### config.mk
export PLATFORM = sky130hd
export DESIGN_NAME = fpc_synth_end_flat
export DESIGN_NICKNAME = d
export VERILOG_FILES = /design/src/fpc_pkg.sv /design/src/fpc_link_if.sv /design/src/fpc_synth_end.sv /design/src/flat_wrapper.sv
export SDC_FILE = /design/constraint.sdc
export NUM_CORES = 1
export LEC_CHECK = 0
export ABC_AREA = 1
export BUFFER_PORTS_ARGS = -buffer_cell sky130_fd_sc_hd__buf_2
export CORE_MARGIN = 5
export CORE_UTILIZATION = 55
export CTS_CLUSTER_SIZE = 25
export DETAILED_ROUTE_END_ITERATION = 10
export GPL_ROUTABILITY_DRIVEN = 0
export PLACE_DENSITY = 0.82
export SYNTH_ARGS = -nofsm -noshare
export SYNTH_HDL_FRONTEND = slang
export SYNTH_SLANG_ARGS = --single-unit
### constraint.sdc
create_clock -name mclk -period 13.3 [get_ports mclk]
set_input_delay 3.325 -clock mclk [delete_from_list [all_inputs] [get_ports mclk]]
set_output_delay 3.325 -clock mclk [all_outputs]
set_load 0.005 [all_outputs]
### src/fpc_pkg.sv
// Purpose: shared constants for the fractional clock synthesiser and its user end
// Assumes: one 10 MHz system clock on both ends
// Notes: configuration registers are byte wide behind a small word-addressed port
`default_nettype none
package fpc_pkg;
  // ----------------------------------------------------------------
  // timing
  // ----------------------------------------------------------------
  localparam int CLK_KHZ = 10000;
  localparam int ACQ_TIME_NS = 50000;
  localparam int ACQ_CYCLES = (ACQ_TIME_NS * CLK_KHZ + 999999) / 1000000;
  localparam logic [15:0] ACQ_CNT = 16'(ACQ_CYCLES);
  localparam int FB_TIMEOUT_US_DEF = 1000;

  // ----------------------------------------------------------------
  // widths and limits
  // ----------------------------------------------------------------
  localparam int ADR_W = 4;
  localparam int DAT_W = 8;
  localparam int CH_N = 4;
  localparam logic [7:0] DIV_MIN = 8'h01;
  localparam logic [7:0] DIV_MAX = 8'h80;
  localparam logic [7:0] MULT_MIN = 8'h01;
  localparam logic [1:0] SEL_TO_CH = 2'h1;
  localparam logic [1:0] CH_PRIMARY = 2'h0;

  // ----------------------------------------------------------------
  // register map
  // ----------------------------------------------------------------
  localparam logic [3:0] A_MULT = 4'h0;
  localparam logic [3:0] A_FRAC_LO = 4'h1;
  localparam logic [3:0] A_FRAC_HI = 4'h2;
  localparam logic [3:0] A_CASCADE = 4'h3;
  localparam logic [3:0] A_DIV0 = 4'h4;
  localparam logic [3:0] A_DIV3 = 4'h7;
  localparam logic [3:0] A_PH1 = 4'h8;
  localparam logic [3:0] A_PH3 = 4'hA;
  localparam logic [3:0] A_CTRL = 4'hB;
  localparam logic [3:0] A_STATUS = 4'hC;
  localparam int B_FB_EXT = 0;
  localparam int B_LOCK = 0;
  localparam int B_REF_SEL = 1;

  // ----------------------------------------------------------------
  // reset values
  // ----------------------------------------------------------------
  localparam logic [7:0] R_MULT = 8'h04;
  localparam logic [15:0] R_FRAC = 16'h0000;
  localparam logic [7:0] R_DIV = 8'h04;
  localparam logic [7:0] R_PHASE = 8'h00;

  typedef enum {FPC_IDLE, FPC_BUS} fpc_host_st_type;

  // out-of-range divider values are pulled into 1..128
  function automatic logic [7:0] fpc_div_clamp(input logic [7:0] v);
    if (v < DIV_MIN) begin
      return DIV_MIN;
    end
    if (v > DIV_MAX) begin
      return DIV_MAX;
    end
    return v;
  endfunction
endpackage
`default_nettype wire

### src/fpc_link_if.sv
// Purpose: join between the synthesiser and the user logic that drives it
// Assumes: both ends clocked by the same mclk
// Notes: configuration port follows classic single-cycle handshake signalling
`default_nettype none
interface fpc_link_if;
  logic wb_cyc;
  logic wb_stb;
  logic wb_we;
  logic [3:0] wb_adr;
  logic [7:0] wb_dat_w;
  logic [7:0] wb_dat_r;
  logic wb_ack;
  logic [1:0] phase_target_select;
  logic phase_shift_direction;
  logic phase_shift_pulse;
  logic reference_source_switch;
  logic lock;

  modport dev (
    input wb_cyc, wb_stb, wb_we, wb_adr, wb_dat_w,
    output wb_dat_r, wb_ack,
    input phase_target_select, phase_shift_direction, phase_shift_pulse,
    input reference_source_switch,
    output lock
  );
  modport usr (
    output wb_cyc, wb_stb, wb_we, wb_adr, wb_dat_w,
    input wb_dat_r, wb_ack,
    output phase_target_select, phase_shift_direction, phase_shift_pulse,
    output reference_source_switch,
    input lock
  );
endinterface
`default_nettype wire

### src/fpc_synth_end.sv
// Purpose: behavioural fractional-N clock synthesiser with four divided outputs
// Assumes: reference and feedback pins are well below mclk/2
// Notes: the oscillator is a credit counter fed by reference edges
// Behaviour
// - reference from pin or routing; feedback likewise
// - feedback multiplier raises output above reference
// - 16-bit fractional multiplication of the reference
// - every output has its own divider
// - divider values 1 through 128 accepted
// - dividers can cascade for very slow clocks
// - all four outputs usable as global clocks
// - lock indicator set on lock, cleared on loss
// - secondary outputs get programmable phase offset
// - offset from static setting or dynamic port
// - feedback phase step may drop lock; wait
// - user selects target output with two bits
// - user sets step direction advance or delay
// - each pulse toggle moves one step
// - reference switchable between two sources live
// - configuration port rewrites settings while running
// - after rewrite wait acquisition time and lock
`default_nettype none
module fpc_synth_end #(
  parameter int FB_TIMEOUT_US = fpc_pkg::FB_TIMEOUT_US_DEF
) (
  input wire logic mclk,
  input wire logic rst,
  input wire logic reference_clock_in,
  input wire logic reference_clock_alt,
  input wire logic feedback_clock_in,
  output logic primary_clock_out,
  output logic first_aux_clock_out,
  output logic second_aux_clock_out,
  output logic third_aux_clock_out,
  fpc_link_if.dev link
);
  localparam logic [15:0] FB_TMO = 16'(FB_TIMEOUT_US * fpc_pkg::CLK_KHZ / 1000);

  typedef struct packed {
    logic [1:0] refa_sy;
    logic [1:0] refb_sy;
    logic [1:0] fb_sy;
    logic ref_prev;
    logic fb_prev;
    logic step_prev;
    logic ref_sel;
    logic [7:0] mult;
    logic [15:0] frac;
    logic [15:0] acc;
    logic [9:0] credit;
    logic [3:0][7:0] div;
    logic [3:0][7:0] cnt;
    logic [3:0] clk_o;
    logic [3:0] cascade;
    logic [3:0] adv;
    logic [3:0] dly;
    logic [2:0][7:0] phase;
    logic fb_ext;
    logic lock;
    logic ack;
    logic [7:0] rdata;
    logic [15:0] acq;
    logic [15:0] watch;
  } fpc_dev_type;

  fpc_dev_type r;
  fpc_dev_type n;
  logic ref_lvl;
  logic ref_edge;
  logic fb_lvl;
  logic fb_edge;
  logic vtick;
  logic take;
  logic upset;
  logic lost;
  logic step_edge;
  logic [1:0] tgt;
  logic [3:0] otick;
  logic [3:0] tin;
  logic [16:0] sum;
  logic [10:0] cr;
  logic [7:0] pv;

  // ----------------------------------------------------------------
  // pins, oscillator and configuration port
  // ----------------------------------------------------------------
  always_comb begin
    n = r;
    otick = '0;
    tin = '0;
    pv = 8'h00;
    // pins are asynchronous to mclk: two flops before any use
    n.refa_sy = {r.refa_sy[0], reference_clock_in};
    n.refb_sy = {r.refb_sy[0], reference_clock_alt};
    n.fb_sy = {r.fb_sy[0], feedback_clock_in};
    n.ref_sel = link.reference_source_switch;
    ref_lvl = r.ref_sel ? r.refb_sy[1] : r.refa_sy[1];
    ref_edge = ref_lvl & ~r.ref_prev;
    n.ref_prev = ref_lvl;
    // feedback from the external pin or the primary output
    fb_lvl = r.fb_ext ? r.fb_sy[1] : r.clk_o[fpc_pkg::CH_PRIMARY];
    fb_edge = fb_lvl & ~r.fb_prev;
    n.fb_prev = fb_lvl;

    // each reference edge grants mult.frac oscillator ticks
    sum = {1'b0, r.acc} + {1'b0, r.frac};
    vtick = (r.credit != 10'h000);
    cr = {1'b0, r.credit} - {10'h000, vtick};
    if (ref_edge) begin
      n.acc = sum[15:0];
      cr = cr + {3'h0, r.mult} + {10'h000, sum[16]};
    end
    // saturate rather than wrap when the reference outruns mclk
    n.credit = cr[10] ? 10'h3FF : cr[9:0];

    // dividers: each counts oscillator ticks or its neighbour's toggles
    for (int i = 0; i < fpc_pkg::CH_N; i++) begin
      if (i != 0 && r.cascade[i]) begin
        tin[i] = otick[(i == 0) ? 0 : i - 1];
      end else begin
        tin[i] = vtick;
      end
      if (r.dly[i] && tin[i]) begin
        n.dly[i] = 1'b0; // swallow one tick: delay by one step
      end else if (tin[i] || r.adv[i]) begin
        if (r.adv[i] && !tin[i]) begin
          n.adv[i] = 1'b0; // extra tick: advance by one step
        end
        if ((r.cnt[i] + 8'h01) >= r.div[i]) begin
          n.cnt[i] = 8'h00;
          n.clk_o[i] = ~r.clk_o[i];
          otick[i] = 1'b1;
        end else begin
          n.cnt[i] = r.cnt[i] + 8'h01;
        end
      end
    end

    // dynamic phase port; set wins over the pending clear above
    step_edge = link.phase_shift_pulse != r.step_prev;
    n.step_prev = link.phase_shift_pulse;
    tgt = link.phase_target_select + fpc_pkg::SEL_TO_CH;
    if (step_edge) begin
      if (link.phase_shift_direction) begin
        n.adv[tgt] = 1'b1;
      end else begin
        n.dly[tgt] = 1'b1;
      end
    end

    // configuration port: ack one cycle after the strobe
    take = link.wb_cyc & link.wb_stb & ~r.ack;
    n.ack = take;
    if (take && link.wb_we) begin
      if (link.wb_adr == fpc_pkg::A_MULT) begin
        n.mult = (link.wb_dat_w < fpc_pkg::MULT_MIN) ? fpc_pkg::MULT_MIN : link.wb_dat_w;
      end else if (link.wb_adr == fpc_pkg::A_FRAC_LO) begin
        n.frac[7:0] = link.wb_dat_w;
      end else if (link.wb_adr == fpc_pkg::A_FRAC_HI) begin
        n.frac[15:8] = link.wb_dat_w;
      end else if (link.wb_adr == fpc_pkg::A_CASCADE) begin
        n.cascade = link.wb_dat_w[3:0];
      end else if (link.wb_adr >= fpc_pkg::A_DIV0 && link.wb_adr <= fpc_pkg::A_DIV3) begin
        n.div[2'(link.wb_adr - fpc_pkg::A_DIV0)] = fpc_pkg::fpc_div_clamp(link.wb_dat_w);
      end else if (link.wb_adr >= fpc_pkg::A_PH1 && link.wb_adr <= fpc_pkg::A_PH3) begin
        // static offset is loaded as the divider count, kept below the divide value
        pv = link.wb_dat_w;
        if (pv >= r.div[2'(link.wb_adr - fpc_pkg::A_PH1) + 2'h1]) begin
          pv = r.div[2'(link.wb_adr - fpc_pkg::A_PH1) + 2'h1] - 8'h01;
        end
        n.phase[2'(link.wb_adr - fpc_pkg::A_PH1)] = pv;
        n.cnt[2'(link.wb_adr - fpc_pkg::A_PH1) + 2'h1] = pv;
      end else if (link.wb_adr == fpc_pkg::A_CTRL) begin
        n.fb_ext = link.wb_dat_w[fpc_pkg::B_FB_EXT];
      end
    end
    // read mux; unmapped addresses read zero
    n.rdata = 8'h00;
    if (take && !link.wb_we) begin
      case (link.wb_adr)
        fpc_pkg::A_MULT: n.rdata = r.mult;
        fpc_pkg::A_FRAC_LO: n.rdata = r.frac[7:0];
        fpc_pkg::A_FRAC_HI: n.rdata = r.frac[15:8];
        fpc_pkg::A_CASCADE: n.rdata = {4'h0, r.cascade};
        4'h4, 4'h5, 4'h6, 4'h7: n.rdata = r.div[2'(link.wb_adr - fpc_pkg::A_DIV0)];
        4'h8, 4'h9, 4'hA: n.rdata = r.phase[2'(link.wb_adr - fpc_pkg::A_PH1)];
        fpc_pkg::A_CTRL: n.rdata[fpc_pkg::B_FB_EXT] = r.fb_ext;
        fpc_pkg::A_STATUS: begin
          n.rdata[fpc_pkg::B_LOCK] = r.lock;
          n.rdata[fpc_pkg::B_REF_SEL] = r.ref_sel;
        end
        default: n.rdata = 8'h00;
      endcase
    end

    // lock: dropped by any write but to status, a reference switch, a primary phase step or missing feedback
    upset = (take && link.wb_we && link.wb_adr != fpc_pkg::A_STATUS)
          || (link.reference_source_switch != r.ref_sel)
          || (step_edge && tgt == fpc_pkg::CH_PRIMARY);
    lost = (r.watch >= FB_TMO);
    if (fb_edge) begin
      n.watch = 16'h0000;
    end else if (!lost) begin
      n.watch = r.watch + 16'h0001;
    end
    if (upset || lost) begin
      n.lock = 1'b0;
      n.acq = 16'h0000;
    end else if (r.acq < fpc_pkg::ACQ_CNT) begin
      n.acq = r.acq + 16'h0001;
    end else begin
      n.lock = 1'b1;
    end
  end

  // ----------------------------------------------------------------
  // state register
  // ----------------------------------------------------------------
  always_ff @(posedge mclk or posedge rst) begin
    if (rst) begin
      r <= '0;
      r.mult <= fpc_pkg::R_MULT;
      r.frac <= fpc_pkg::R_FRAC;
      r.div <= {fpc_pkg::CH_N{fpc_pkg::R_DIV}};
      r.phase <= {3{fpc_pkg::R_PHASE}};
    end else begin
      r <= n;
    end
  end

  // outputs are plain flops, fit for global or general routing
  assign primary_clock_out = r.clk_o[0];
  assign first_aux_clock_out = r.clk_o[1];
  assign second_aux_clock_out = r.clk_o[2];
  assign third_aux_clock_out = r.clk_o[3];
  assign link.lock = r.lock;
  assign link.wb_ack = r.ack;
  assign link.wb_dat_r = r.rdata;
endmodule
`default_nettype wire

### src/flat_wrapper.sv
// flat-port wrapper written by rule: the top's interface ports become plain ports
module fpc_synth_end_flat 
#(
  parameter int FB_TIMEOUT_US = fpc_pkg::FB_TIMEOUT_US_DEF
)
  (mclk, rst, reference_clock_in, reference_clock_alt, feedback_clock_in, primary_clock_out, first_aux_clock_out, second_aux_clock_out, third_aux_clock_out, link_wb_cyc, link_wb_stb, link_wb_we, link_wb_adr, link_wb_dat_w, link_wb_dat_r, link_wb_ack, link_phase_target_select, link_phase_shift_direction, link_phase_shift_pulse, link_reference_source_switch, link_lock);
  fpc_link_if link_i ();
  input wire logic mclk;
  input wire logic rst;
  input wire logic reference_clock_in;
  input wire logic reference_clock_alt;
  input wire logic feedback_clock_in;
  output logic primary_clock_out;
  output logic first_aux_clock_out;
  output logic second_aux_clock_out;
  output logic third_aux_clock_out;
  input wire logic [$bits(link_i.wb_cyc)-1:0] link_wb_cyc;
  input wire logic [$bits(link_i.wb_stb)-1:0] link_wb_stb;
  input wire logic [$bits(link_i.wb_we)-1:0] link_wb_we;
  input wire logic [$bits(link_i.wb_adr)-1:0] link_wb_adr;
  input wire logic [$bits(link_i.wb_dat_w)-1:0] link_wb_dat_w;
  output wire logic [$bits(link_i.wb_dat_r)-1:0] link_wb_dat_r;
  output wire logic [$bits(link_i.wb_ack)-1:0] link_wb_ack;
  input wire logic [$bits(link_i.phase_target_select)-1:0] link_phase_target_select;
  input wire logic [$bits(link_i.phase_shift_direction)-1:0] link_phase_shift_direction;
  input wire logic [$bits(link_i.phase_shift_pulse)-1:0] link_phase_shift_pulse;
  input wire logic [$bits(link_i.reference_source_switch)-1:0] link_reference_source_switch;
  output wire logic [$bits(link_i.lock)-1:0] link_lock;
  assign link_i.wb_cyc = link_wb_cyc;
  assign link_i.wb_stb = link_wb_stb;
  assign link_i.wb_we = link_wb_we;
  assign link_i.wb_adr = link_wb_adr;
  assign link_i.wb_dat_w = link_wb_dat_w;
  assign link_wb_dat_r = link_i.wb_dat_r;
  assign link_wb_ack = link_i.wb_ack;
  assign link_i.phase_target_select = link_phase_target_select;
  assign link_i.phase_shift_direction = link_phase_shift_direction;
  assign link_i.phase_shift_pulse = link_phase_shift_pulse;
  assign link_i.reference_source_switch = link_reference_source_switch;
  assign link_lock = link_i.lock;
  fpc_synth_end #(.FB_TIMEOUT_US(FB_TIMEOUT_US)) u_core (.mclk(mclk), .rst(rst), .reference_clock_in(reference_clock_in), .reference_clock_alt(reference_clock_alt), .feedback_clock_in(feedback_clock_in), .primary_clock_out(primary_clock_out), .first_aux_clock_out(first_aux_clock_out), .second_aux_clock_out(second_aux_clock_out), .third_aux_clock_out(third_aux_clock_out), .link(link_i));
endmodule
==> results.rst, run 1 <==
.. list-table::
   :header-rows: 1

   * - Metric
     - Value
   * - Outcome
     - complete, no violations
   * - Pin count of the biggest net entering global routing
     - 129
   * - Clock latency reported for the late side of the worst-skew pair
     - 0.53 ns
   * - Total gr overflow
     - 0
   * - Post-CTS setup buffer count
     - 0
   * - Final layout net count
     - 1,713
   * - Largest delay share family, worst path
     - buffers and inverters
   * - Starting Density
     - 55.6%
   * - Mean instance size in the synthesized netlist
     - 7.89 µm²
   * - Tightest Pin Transition
     - 1.02 ns
   * - Overall routing resource usage
     - 25.4%
   * - Y dimension of the die
     - 161 µm
   * - Fraction of layout instances using a drive strength above 1
     - 8.44%
   * - Synth area leader
     - dfrtp_1
   * - Antenna cell count
     - 0
   * - Clock period minus final worst setup slack
     - 7.42 ns
   * - Global-route wire length before repair
     - 53.4 mm
   * - Worst-path fanout max
     - 36
   * - Clock transition at the register clock pins on the worst setup and hold paths after CTS
     - 0.06 ns
   * - Number of DRC violations after detailed-routing iteration 0
     - 1,367
   * - Post-synthesis instance total
     - 1,584
   * - Number of remaining DRC errors
     - 0
   * - Die area
     - 25,800 µm²
   * - Crit path required time
     - 13.74 ns
   * - Post-route core utilization
     - 60.9%
   * - Final slew viol count
     - 0
   * - FILL cells
     - 1,880
   * - Mapped Area
     - 12,500 µm²
   * - Data arrival, critical path
     - 7.86 ns
   * - Worst Setup End Kind
     - register
   * - Fraction of the yosys area taken by sequential cells
     - 41.5%
   * - Relative area change from synthesis to final layout
     - 9.65%
   * - Post-synth EDFFs
     - 0
   * - Number of failing setup endpoints in the final timing report
     - 0
   * - Power per Cell Area
     - 184 nW/µm²
   * - Cell at the root of the clock tree
     - clkbuf_16
   * - Die outline width
     - 161 µm
   * - Port bufs
     - 38
   * - Number of global-route vias before repair
     - 10,400
   * - TritonCTS clock tree
     - yes
   * - TritonCTS Buffers
     - 23
   * - Clock sink count
     - 207
   * - Setup_tns
     - 0 ns
   * - Total leakage power
     - 6.84 nW
   * - ANT nets after route
     - 0
   * - Unique masters post-synth
     - 59
   * - Average wire per cell in the routed design
     - 17.3 µm
   * - H-tree Lvls
     - 1
   * - Estimated wirelength of the detail-placed design
     - 24.5 mm
   * - Number of register bits inferred by synthesis
     - 207
   * - Initial antenna violation count
     - 1
   * - Worst path buffer plus inverter count
     - 3
   * - Number of hold violations in the final report
     - 0
   * - Number of standard-cell rows in the floorplan
     - 55
   * - Average via count per standard cell
     - 5.74
   * - Boundary pin count
     - 39
   * - Count of cells resized by post-cts repair
     - 0
   * - Critical Path Source Type
     - input pin
   * - RSZ-0062 raised after global routing
     - false
   * - Final worst path period share
     - 55.8%
   * - Final WL
     - 33.1 mm
   * - Most used flip-flop cell after synthesis
     - dfrtp_1
   * - Detailed Routing Iterations Pass 1
     - 6
   * - Post-placement cell area
     - 12,900 µm²
   * - CP Class
     - in2reg
   * - Cell with the biggest individual delay on the critical path
     - clkinv_1
   * - Worst ir drop on vdd
     - 0.0968 mV
   * - Headroom to the max-slew limit
     - 32.2%
   * - Proportion of register bits with asynchronous set or reset after synthesis
     - 100%
   * - Max-cap violations
     - 0
   * - Largest stage delay on the critical path
     - 0.86 ns
   * - Core Footprint
     - 22,500 µm²
   * - Overall via count from detail_route
     - 11,000
   * - Path type of the worst min-delay path
     - reg2reg
   * - Maximum frequency from static timing analysis
     - 0.135 GHz
   * - Buffers from clock root to sink, at most
     - 3
   * - Yosys warnings
     - 0
   * - Net count after synthesis
     - 1,689
   * - Top cells by area, synth
     - dfrtp_1 (40%), nand2_1 (9.0%), ha_1 (7.7%)
   * - Sequence of cells on the critical path
     - buf_2 -> clkinv_1 -> ha_1 -> o21ai_0 -> a21oi_1 -> a21oi_1 -> ha_1 -> nand2_1 -> nor2_1 -> nand4_1 -> nand3_1 -> inv_1 -> o21ai_0 -> nor2_1 -> a31oi_1
   * - Portion of synthesized cell area occupied by the leading cell type
     - 40.4%
   * - Number of hold-repair buffers added at the cts stage
     - 0
   * - Clock skew
     - 0.0277 ns
   * - Layout Cell Area excl Fill
     - 13,700 µm²
-- sequential cells by signal, indices dropped and copies added (netlist names) --
register,cells
u_core.r,190
u_core.primary_clock_out,1
u_core.third_aux_clock_out,1
u_core.n,3
u_core.link.wb_dat_r,8
u_core.link.wb_ack,1
u_core.link.lock,1
u_core.first_aux_clock_out,1
u_core.second_aux_clock_out,1
-- Yosys cell counts (3+ instances only) --
cell type,number
o41ai_1,3
o21a_1,5
nand3_2,13
a211oi_1,3
nand3b_1,7
clkbuf_1,24
nand3_1,67
o21ai_0,167
a22oi_1,6
a2111oi_0,3
o211ai_1,12
nor3_1,11
or2_2,6
ha_1,77
dfstp_2,5
and3_1,3
buf_2,6
nand3_4,3
nor2_1,132
nor2_2,5
nor2_4,3
nand2_1,300
o21ai_1,4
nor4_1,8
o22ai_1,5
buf_4,9
fa_1,3
a21oi_1,104
o21bai_1,5
clkinv_1,3
inv_1,249
nand2_2,14
dfrtp_1,202
a31oi_1,9
a32o_1,3
o221ai_1,8
a221oi_1,3
xor2_1,41
xnor2_1,13
nand4_1,17
-- layout make-up --
class / count / area, µm² / area share, %
clock buffers: 32 / 659 / 4.81
repair buffers: 41 / 213 / 1.55
well taps: 285 / 357 / 2.60
flip-flops and latches: 207 / 5190 / 37.8
clock inverters: 9 / 176 / 1.29
multi-input cells: 1081 / 6160 / 44.9
inverters: 254 / 961 / 7.01
-- routing by layer --
metal | GRT usage, % | share of wire, % | vias up
met5 | 0 | 0.039 | -
met2 | 40.3 | 45 | 535
met4 | 11.1 | 4.6 | 2
met1 | 33.9 | 41 | 5053
met3 | 5.36 | 9.4 | 128
li1 | - | - | 5233
-- final timing paths --
| kind | to | cells after the start | startpoint | slack (ns) |
|---|---|---|---|---|
| setup / recovery | u_core.r[94] | 15 | link_wb_adr[0] | 5.88 |
| hold / removal | u_core.r[202] | 0 | u_core.n[202] | 0.35 |
| setup reg to reg | u_core.r[152] | 25 | u_core.r[173] | 8.58 |
| hold reg to reg | u_core.r[202] | 0 | u_core.n[202] | 0.35 |
| max in group asynchronous | u_core.r[153] | 3 | rst | 8.76 |
| min in group asynchronous | u_core.r[88] | 2 | rst | 2.97 |
-- metrics by stage --
stage	hold slack [ns]	std cells	total power, mW	worst slack (ns)
final	0.348	1909	2.52	5.88
after floorplan	0.331	1584	1.57	4.33
after detailed placement	0.338	1868	1.80	5.56
after CTS	0.350	1909	2.51	6.06
after global placement	0.335	1868	1.75	5.83
after global routing	0.356	1909	2.71	5.41
-- cells by family after synthesis --
kind of cell	share of synthesized area, %
XOR/XNOR	3.91
flip-flops	41.5
buffers and inverters	9.28
adder cells (fa/ha/maj)	8.19
AO/OA/AOI/OAI	15.7
AND/OR/NAND/NOR	21.5
-- where the power goes --
group	total [mW]	internal, mW	leakage, nW	switching, mW
registers	0.899	0.771	2.56	0.128
logic	0.916	0.358	3.88	0.558
clock network	0.705	0.442	0.407	0.262
total	2.52	1.57	6.84	0.948
-- worst register-to-register path: stages (launching register included) --
cell	delay, ns
dfrtp_1	0.39
ha_1	0.20
inv_1	0.06
fa_1	0.39
o21ai_0	0.43
nand3_1	0.17
nand3_1	0.13
nand3_1	0.11
nand2_1	0.09
nand2_1	0.07
nand2_1	0.06
a21oi_1	0.07
fa_1	0.39
inv_1	0.08
fa_1	0.21
nand3_1	0.10
and2_1	0.18
nor2_1	0.13
nor2_1	0.06
o21bai_1	0.22
a21oi_1	0.11
o21ai_0	0.22
nand3_1	0.11
xor2_1	0.15
clkinv_1	0.28
o311ai_0	0.21
-- cell usage in the layout (no fill, tap or decap), drive strengths merged, types with 7 or more instances in the layout --
cell | synthesis | routed
a31oi | 9 | 9
nand3b | 7 | 7
nand2 | 316 | 316
o211ai | 12 | 12
xnor2 | 13 | 13
o221ai | 8 | 8
clkbuf | 24 | 32
xor2 | 42 | 42
nor2 | 140 | 140
buf | 18 | 41
inv | 251 | 252
o21ai | 171 | 171
ha | 77 | 77
or2 | 7 | 7
nor3 | 12 | 12
a21oi | 104 | 104
dfrtp | 202 | 202
nand4 | 17 | 17
nor4 | 8 | 8
nand3 | 83 | 83
Power figures use the tool's default switching activity.
==> run 2, diff against run 1 <==
ABC_AREA = 0   (was 1)
clock period = 7.21 ns   (was 13.3 ns; I/O delays follow)
==> results.rst, run 2 <==
.. list-table::
   :header-rows: 1

   * - Metric
     - Value
   * - Clock period minus final worst setup slack
     - 5.91 ns
   * - Starting Density
     - 55.7%
   * - Unique masters post-synth
     - 69
   * - H-tree Lvls
     - 1
   * - Global-route wire length before repair
     - 50.9 mm
   * - Headroom to the max-slew limit
     - 31.5%
   * - Worst ir drop on vdd
     - 0.201 mV
   * - Commonest cells in the netlist
     - dfrtp_1 (202), nand2_1 (175), o21ai_0 (92)
   * - Y dimension of the die
     - 158 µm
   * - Crit path required time
     - 7.51 ns
   * - Number of hold-repair buffers added at the cts stage
     - 0
   * - Initial antenna violation count
     - 0
   * - Yosys warnings
     - 0
   * - Final slew viol count
     - 0
   * - Average via count per standard cell
     - 6.18
   * - Startpoint of the worst-slack reg-to-reg timing path
     - u_core.r[173]
   * - Largest stage delay on the critical path
     - 0.71 ns
   * - Overall routing resource usage
     - 25.5%
   * - Largest delay share family, worst path
     - compound AO/OA/AOI/OAI gates
   * - Net count after synthesis
     - 1,356
   * - Max-cap violations
     - 0
   * - Post-synth EDFFs
     - 0
   * - Post-CTS setup buffer count
     - 0
   * - Number of register bits inferred by synthesis
     - 207
   * - Setup_tns
     - 0 ns
   * - Number of remaining DRC errors
     - 0
   * - Overall via count from detail_route
     - 9,684
   * - Mean instance size in the synthesized netlist
     - 9.68 µm²
   * - Data arrival, critical path
     - 6.22 ns
   * - Fraction of layout instances using a drive strength above 1
     - 12.7%
   * - Final worst path period share
     - 82.0%
   * - Fraction of the yosys area taken by sequential cells
     - 42.8%
   * - Antenna cell count
     - 0
   * - Die outline width
     - 158 µm
   * - Total leakage power
     - 6.21 nW
   * - Worst min-delay path endpoint
     - u_core.r[206]
   * - Synth area leader
     - dfrtp_1
   * - Worst Setup End Kind
     - register
   * - CP Class
     - reg2reg
   * - Estimated wirelength of the detail-placed design
     - 22.5 mm
   * - Placed insts
     - 1,527
   * - Clock skew
     - 0.0143 ns
   * - Final WL
     - 31.2 mm
   * - Most common cell in the netlist
     - dfrtp_1
   * - Most used flip-flop cell after synthesis
     - dfrtp_1
   * - R2r setup slk
     - 1.30 ns
   * - Worst path buffer plus inverter count
     - 2
   * - Proportion of register bits with asynchronous set or reset after synthesis
     - 100%
   * - Cell at the root of the clock tree
     - clkbuf_16
   * - Critical Path Source Type
     - register
   * - Number of DRC violations after detailed-routing iteration 0
     - 1,034
   * - Number of failing setup endpoints in the final timing report
     - 0
   * - Buffers from clock root to sink, at most
     - 3
   * - Detailed Routing Iterations Pass 1
     - 6
   * - Startpoint of the lowest-slack hold path
     - u_core.n[206]
   * - RSZ-0062 raised after global routing
     - false
   * - Die area
     - 25,100 µm²
   * - Count of cells resized by post-cts repair
     - 0
   * - Number of non-filler instances in the completed layout
     - 1,567
   * - Outcome
     - complete, no violations
   * - Power per Cell Area
     - 298 nW/µm²
   * - Reg2reg path depth
     - 26
   * - Smallest hold slack
     - 0.354 ns
   * - Post-synthesis instance total
     - 1,251
   * - Number of global-route vias before repair
     - 9,807
   * - TritonCTS Buffers
     - 22
   * - Pin count of the biggest net entering global routing
     - 85
   * - Cell count of the worst hold path
     - 0
   * - Clock sink count
     - 207
   * - Path type of the worst min-delay path
     - reg2reg
   * - Clock transition at the register clock pins on the worst setup and hold paths after CTS
     - 0.06 ns
   * - Core Footprint
     - 21,800 µm²
   * - Most frequent cells in the layout
     - dfrtp_1 (202), nand2_1 (175), o21ai_0 (92)
   * - Commonest non-fill, non-tap cell in the layout
     - dfrtp_1
   * - Endpoint of the lowest-slack register-to-register path
     - u_core.r[153]
   * - Number of standard-cell rows in the floorplan
     - 54
   * - Clock latency reported for the late side of the worst-skew pair
     - 0.51 ns
   * - Relative area change from synthesis to final layout
     - 9.17%
   * - Maximum frequency from static timing analysis
     - 0.169 GHz
   * - Top cells by area, synth
     - dfrtp_1 (42%), ha_1 (8.0%), nand2_1 (5.4%)
   * - ANT nets after route
     - 0
   * - TritonCTS clock tree
     - yes
   * - Number of hold violations in the final report
     - 0
   * - Final layout net count
     - 1,376
   * - Max reg flops
     - 190
   * - Tightest Pin Transition
     - 1.03 ns
   * - Worst-path fanout max
     - 10
   * - Register with the highest flop count
     - u_core.r
   * - Average wire per cell in the routed design
     - 19.9 µm
   * - Total gr overflow
     - 0
   * - Boundary pin count
     - 39
   * - Port bufs
     - 38
   * - Portion of synthesized cell area occupied by the leading cell type
     - 41.7%
   * - Cell with the biggest individual delay on the critical path
     - mux2i_1
   * - Mapped Area
     - 12,100 µm²
run 2: cell types whose count changed in the layout (fill, tap and decap cells not counted), moves of 21 or more:
cell	delta
a21o_1	+21
a21oi_1	-65
and3_1	+22
inv_1	-176
mux2_2	+44
nand2_1	-125
nand3_1	-36
nor2_1	-54
o21ai_0	-75
xnor2_1	+27
run 2: worst max path at each step:
stage,start,end,slack [ns],cells past startpoint
global route,u_core.r[173],u_core.r[154],0.97,26
finish,u_core.r[173],u_core.r[153],1.30,26
floorplan,link_wb_adr[0],u_core.r[109],0.81,18
CTS,u_core.r[173],u_core.r[153],1.35,26
detailed placement,link_wb_adr[1],u_core.r[107],1.20,15
global placement,link_wb_adr[1],u_core.r[107],1.37,15
run 2: cell type report:
cell class	instances	area, µm²
fillers	1728	8530
multi-input cells	923	6440
flip-flops and latches	207	5190
clock buffers	32	659
well taps	280	350
inverters	74	282
repair buffers	43	228
clock inverters	8	76.3
run 2: per-stage QoR:
step / utilization [%] / setup slack [ns] / power [mW] / instance area [µm²]
after floorplan: - / 0.806 / 2.46 / 12100
after global placement: 57.4 / 1.37 / 2.73 / 12500
after detailed placement: 57.4 / 1.20 / 2.79 / 12500
after CTS: 60.8 / 1.35 / 3.95 / 13200
after global routing: 60.8 / 0.971 / 4.19 / 13200
final: 60.8 / 1.30 / 3.95 / 13200
run 2: logic make-up (layout without fill, tap and decap cells):
kind of cell	Yosys count	in the layout	share of synthesized area (%)
and+or+nand+nor	428	428	16.8
AOI/OAI and AO/OA	266	266	14.2
DFF	207	207	42.8
buffers and inverters	121	157	4.00
adders and majority gates	80	80	8.45
muxes	75	75	8.41
xor gates and xnor gates	74	74	5.35
run 2: per-layer routing:
layer / share of wire [%] / global-route usage (%) / vias up
met2: 47 / 41.5 / 450
met4: 5.6 / 12.1 / 0
met5: 0 / 0 / -
met3: 8.3 / 5.22 / 147
met1: 39 / 32.9 / 4634
li1: - / - / 4453
run 2: power breakdown:
| part | total [mW] | switching [mW] | internal, mW |
|---|---|---|---|
| logic | 1.26 | 0.726 | 0.530 |
| registers | 1.55 | 0.193 | 1.35 |
| clock network | 1.14 | 0.471 | 0.674 |
| total | 3.95 | 1.39 | 2.56 |
==> run 3, diff against run 2 <==
clock period = 5.8 ns   (was 7.21 ns; I/O delays follow)
==> results.rst, run 3 (same netlist as run 2, synthesis figures left out) <==
.. list-table::
   :header-rows: 1

   * - Metric
     - Value
   * - Path type of the worst min-delay path
     - reg2reg
   * - Overall routing resource usage
     - 24.9%
   * - Number of standard-cell rows in the floorplan
     - 54
   * - Detailed Routing Iterations Pass 1
     - 6
   * - Global-route wire length before repair
     - 50.0 mm
   * - Final slew viol count
     - 0
   * - Die outline width
     - 158 µm
   * - Antenna cell count
     - 0
   * - Post-CTS setup buffer count
     - 0
   * - Pin count of the biggest net entering global routing
     - 123
   * - Y dimension of the die
     - 158 µm
   * - Buffers from clock root to sink, at most
     - 3
   * - Largest stage delay on the critical path
     - 0.40 ns
   * - Setup_tns
     - 0 ns
   * - Port bufs
     - 38
   * - ANT nets after route
     - 0
   * - Initial antenna violation count
     - 0
   * - Worst ir drop on vdd
     - 0.382 mV
   * - Number of failing setup endpoints in the final timing report
     - 0
   * - Worst Setup End Kind
     - register
   * - Final layout net count
     - 1,381
   * - Clock sink count
     - 207
   * - Final worst path period share
     - 91.1%
   * - Clock period minus final worst setup slack
     - 5.29 ns
   * - DR WL met2
     - 14.6 mm
   * - Clock latency reported for the late side of the worst-skew pair
     - 0.51 ns
   * - Placement Setup Slack
     - 0.623 ns
   * - Average wire per cell in the routed design
     - 19.8 µm
   * - Setup slack of the critical path after layout
     - 0.515 ns
   * - Starting Density
     - 55.7%
   * - Placed insts
     - 1,532
   * - Outcome
     - complete, no violations
   * - Detail Route met3 WL
     - 2.59 mm
   * - Die area
     - 25,100 µm²
   * - Cell at the root of the clock tree
     - clkbuf_16
   * - Total leakage power
     - 6.26 nW
   * - Most frequent cells in the layout
     - dfrtp_1 (202), nand2_1 (175), o21ai_0 (92)
   * - Power per Cell Area
     - 379 nW/µm²
   * - Critical Path Source Type
     - register
   * - Average via count per standard cell
     - 6.24
   * - Met1 routed wirelength after detailed routing
     - 12.6 mm
   * - Commonest non-fill, non-tap cell in the layout
     - dfrtp_1
   * - Highest routed layer
     - met4
   * - Core Footprint
     - 21,800 µm²
   * - RSZ-0062 raised after global routing
     - false
   * - Worst path buffer plus inverter count
     - 3
   * - Tightest Pin Transition
     - 1.07 ns
   * - Number of global-route vias before repair
     - 9,384
   * - FILL cells
     - 1,745
   * - Total gr overflow
     - 0
   * - Overall via count from detail_route
     - 9,811
   * - Maximum frequency from static timing analysis
     - 0.189 GHz
   * - Largest delay share family, worst path
     - compound AO/OA/AOI/OAI gates
   * - Register with the highest flop count
     - u_core.r
   * - Fraction of layout instances using a drive strength above 1
     - 12.8%
   * - Smallest hold slack
     - 0.350 ns
   * - CP Class
     - reg2reg
   * - Clock skew
     - 0.0192 ns
   * - Number of DRC violations after detailed-routing iteration 0
     - 975
   * - Max-cap violations
     - 0
   * - Max reg flops
     - 190
   * - TritonCTS Buffers
     - 22
   * - Clock transition at the register clock pins on the worst setup and hold paths after CTS
     - 0.06 ns
   * - Relative area change from synthesis to final layout
     - 9.99%
   * - Worst-path fanout max
     - 6
   * - H-tree Lvls
     - 1
   * - TritonCTS clock tree
     - yes
   * - Number of remaining DRC errors
     - 0
   * - Headroom to the max-slew limit
     - 28.4%
   * - Estimated wirelength of the detail-placed design
     - 22.4 mm
   * - Cell with the biggest individual delay on the critical path
     - dfrtp_1
   * - Number of hold violations in the final report
     - 0
   * - Number of non-filler instances in the completed layout
     - 1,572
   * - Number of hold-repair buffers added at the cts stage
     - 0
   * - Final WL
     - 31.2 mm
   * - Data arrival, critical path
     - 5.63 ns
   * - Boundary pin count
     - 39
   * - Crit path required time
     - 6.15 ns
run 3: cell type report:
| cell class | count | area (µm²) | area share, % |
|---|---|---|---|
| Inverter | 74 | 282 | 2.11 |
| Timing Repair Buffer | 48 | 278 | 2.09 |
| Multi-Input combinational cell | 923 | 6440 | 48.4 |
| Sequential cell | 207 | 5190 | 38.9 |
| Clock inverter | 7 | 138 | 1.03 |
| Tap cell | 280 | 350 | 2.63 |
| Clock buffer | 33 | 643 | 4.83 |
run 3: per-stage QoR:
stage / total power, mW / cell area, µm² / util, %
final: 5.05 / 13300 / 61.2
after detailed placement: 3.49 / 12500 / 57.6
after CTS: 5.04 / 13300 / 61.2
after global routing: 5.33 / 13300 / 61.2
after floorplan: 3.06 / 12100 / -
after global placement: 3.42 / 12500 / 57.6
run 3: path summary, 6_finish.rpt:
kind                                from             to  slack (ns)  depth (start not counted)
max                        u_core.r[173]  u_core.r[150]        0.51                         27
min                        u_core.n[206]  u_core.r[206]        0.35                          0
max reg2reg                u_core.r[173]  u_core.r[150]        0.51                         27
min reg2reg                u_core.n[206]  u_core.r[206]        0.35                          0
max in group asynchronous            rst  u_core.r[128]        3.62                          3
min in group asynchronous            rst   u_core.r[42]        1.06                          2
run 3: where the power goes:
part | leakage, nW | switching, mW | internal [mW]
Clock | 0.378 | 0.584 | 0.944
Combinational | 3.14 | 0.931 | 0.679
Sequential | 2.74 | 0.227 | 1.68
run 3: repair_timing:
item / in CTS / in global routing
resized for setup: 0 / 1
hold endpoints to repair: 0 / 0
setup endpoints to repair: 0 / 1
run 3: worst reg2reg max path, cell delays in order (launching register included):
cell and delay, ns:
dfrtp_1 0.40, ha_1 0.20, inv_1 0.07, fa_1 0.20, nor2b_1 0.05, o21ai_0 0.21
a21boi_1 0.14, o21a_1 0.20, o21ai_1 0.23, a21o_1 0.19, o2111ai_1 0.13, a31oi_1 0.28
nor2_1 0.08, a211oi_1 0.32, fa_1 0.27, inv_1 0.06, fa_1 0.40, nand2_1 0.09
nand2_1 0.05, a21oi_1 0.20, nand2b_1 0.13, a21oi_1 0.10, o21a_1 0.20, o21ai_0 0.15
a21oi_1 0.14, mux2i_2 0.34, buf_4 0.20, o311ai_0 0.11
run 3: layer usage:
layer	GRT usage (%)	up-vias
li1	-	4458
met1	33.4	4742
met2	40.3	497
met3	4.68	114
met4	9.75	0
met5	0	-
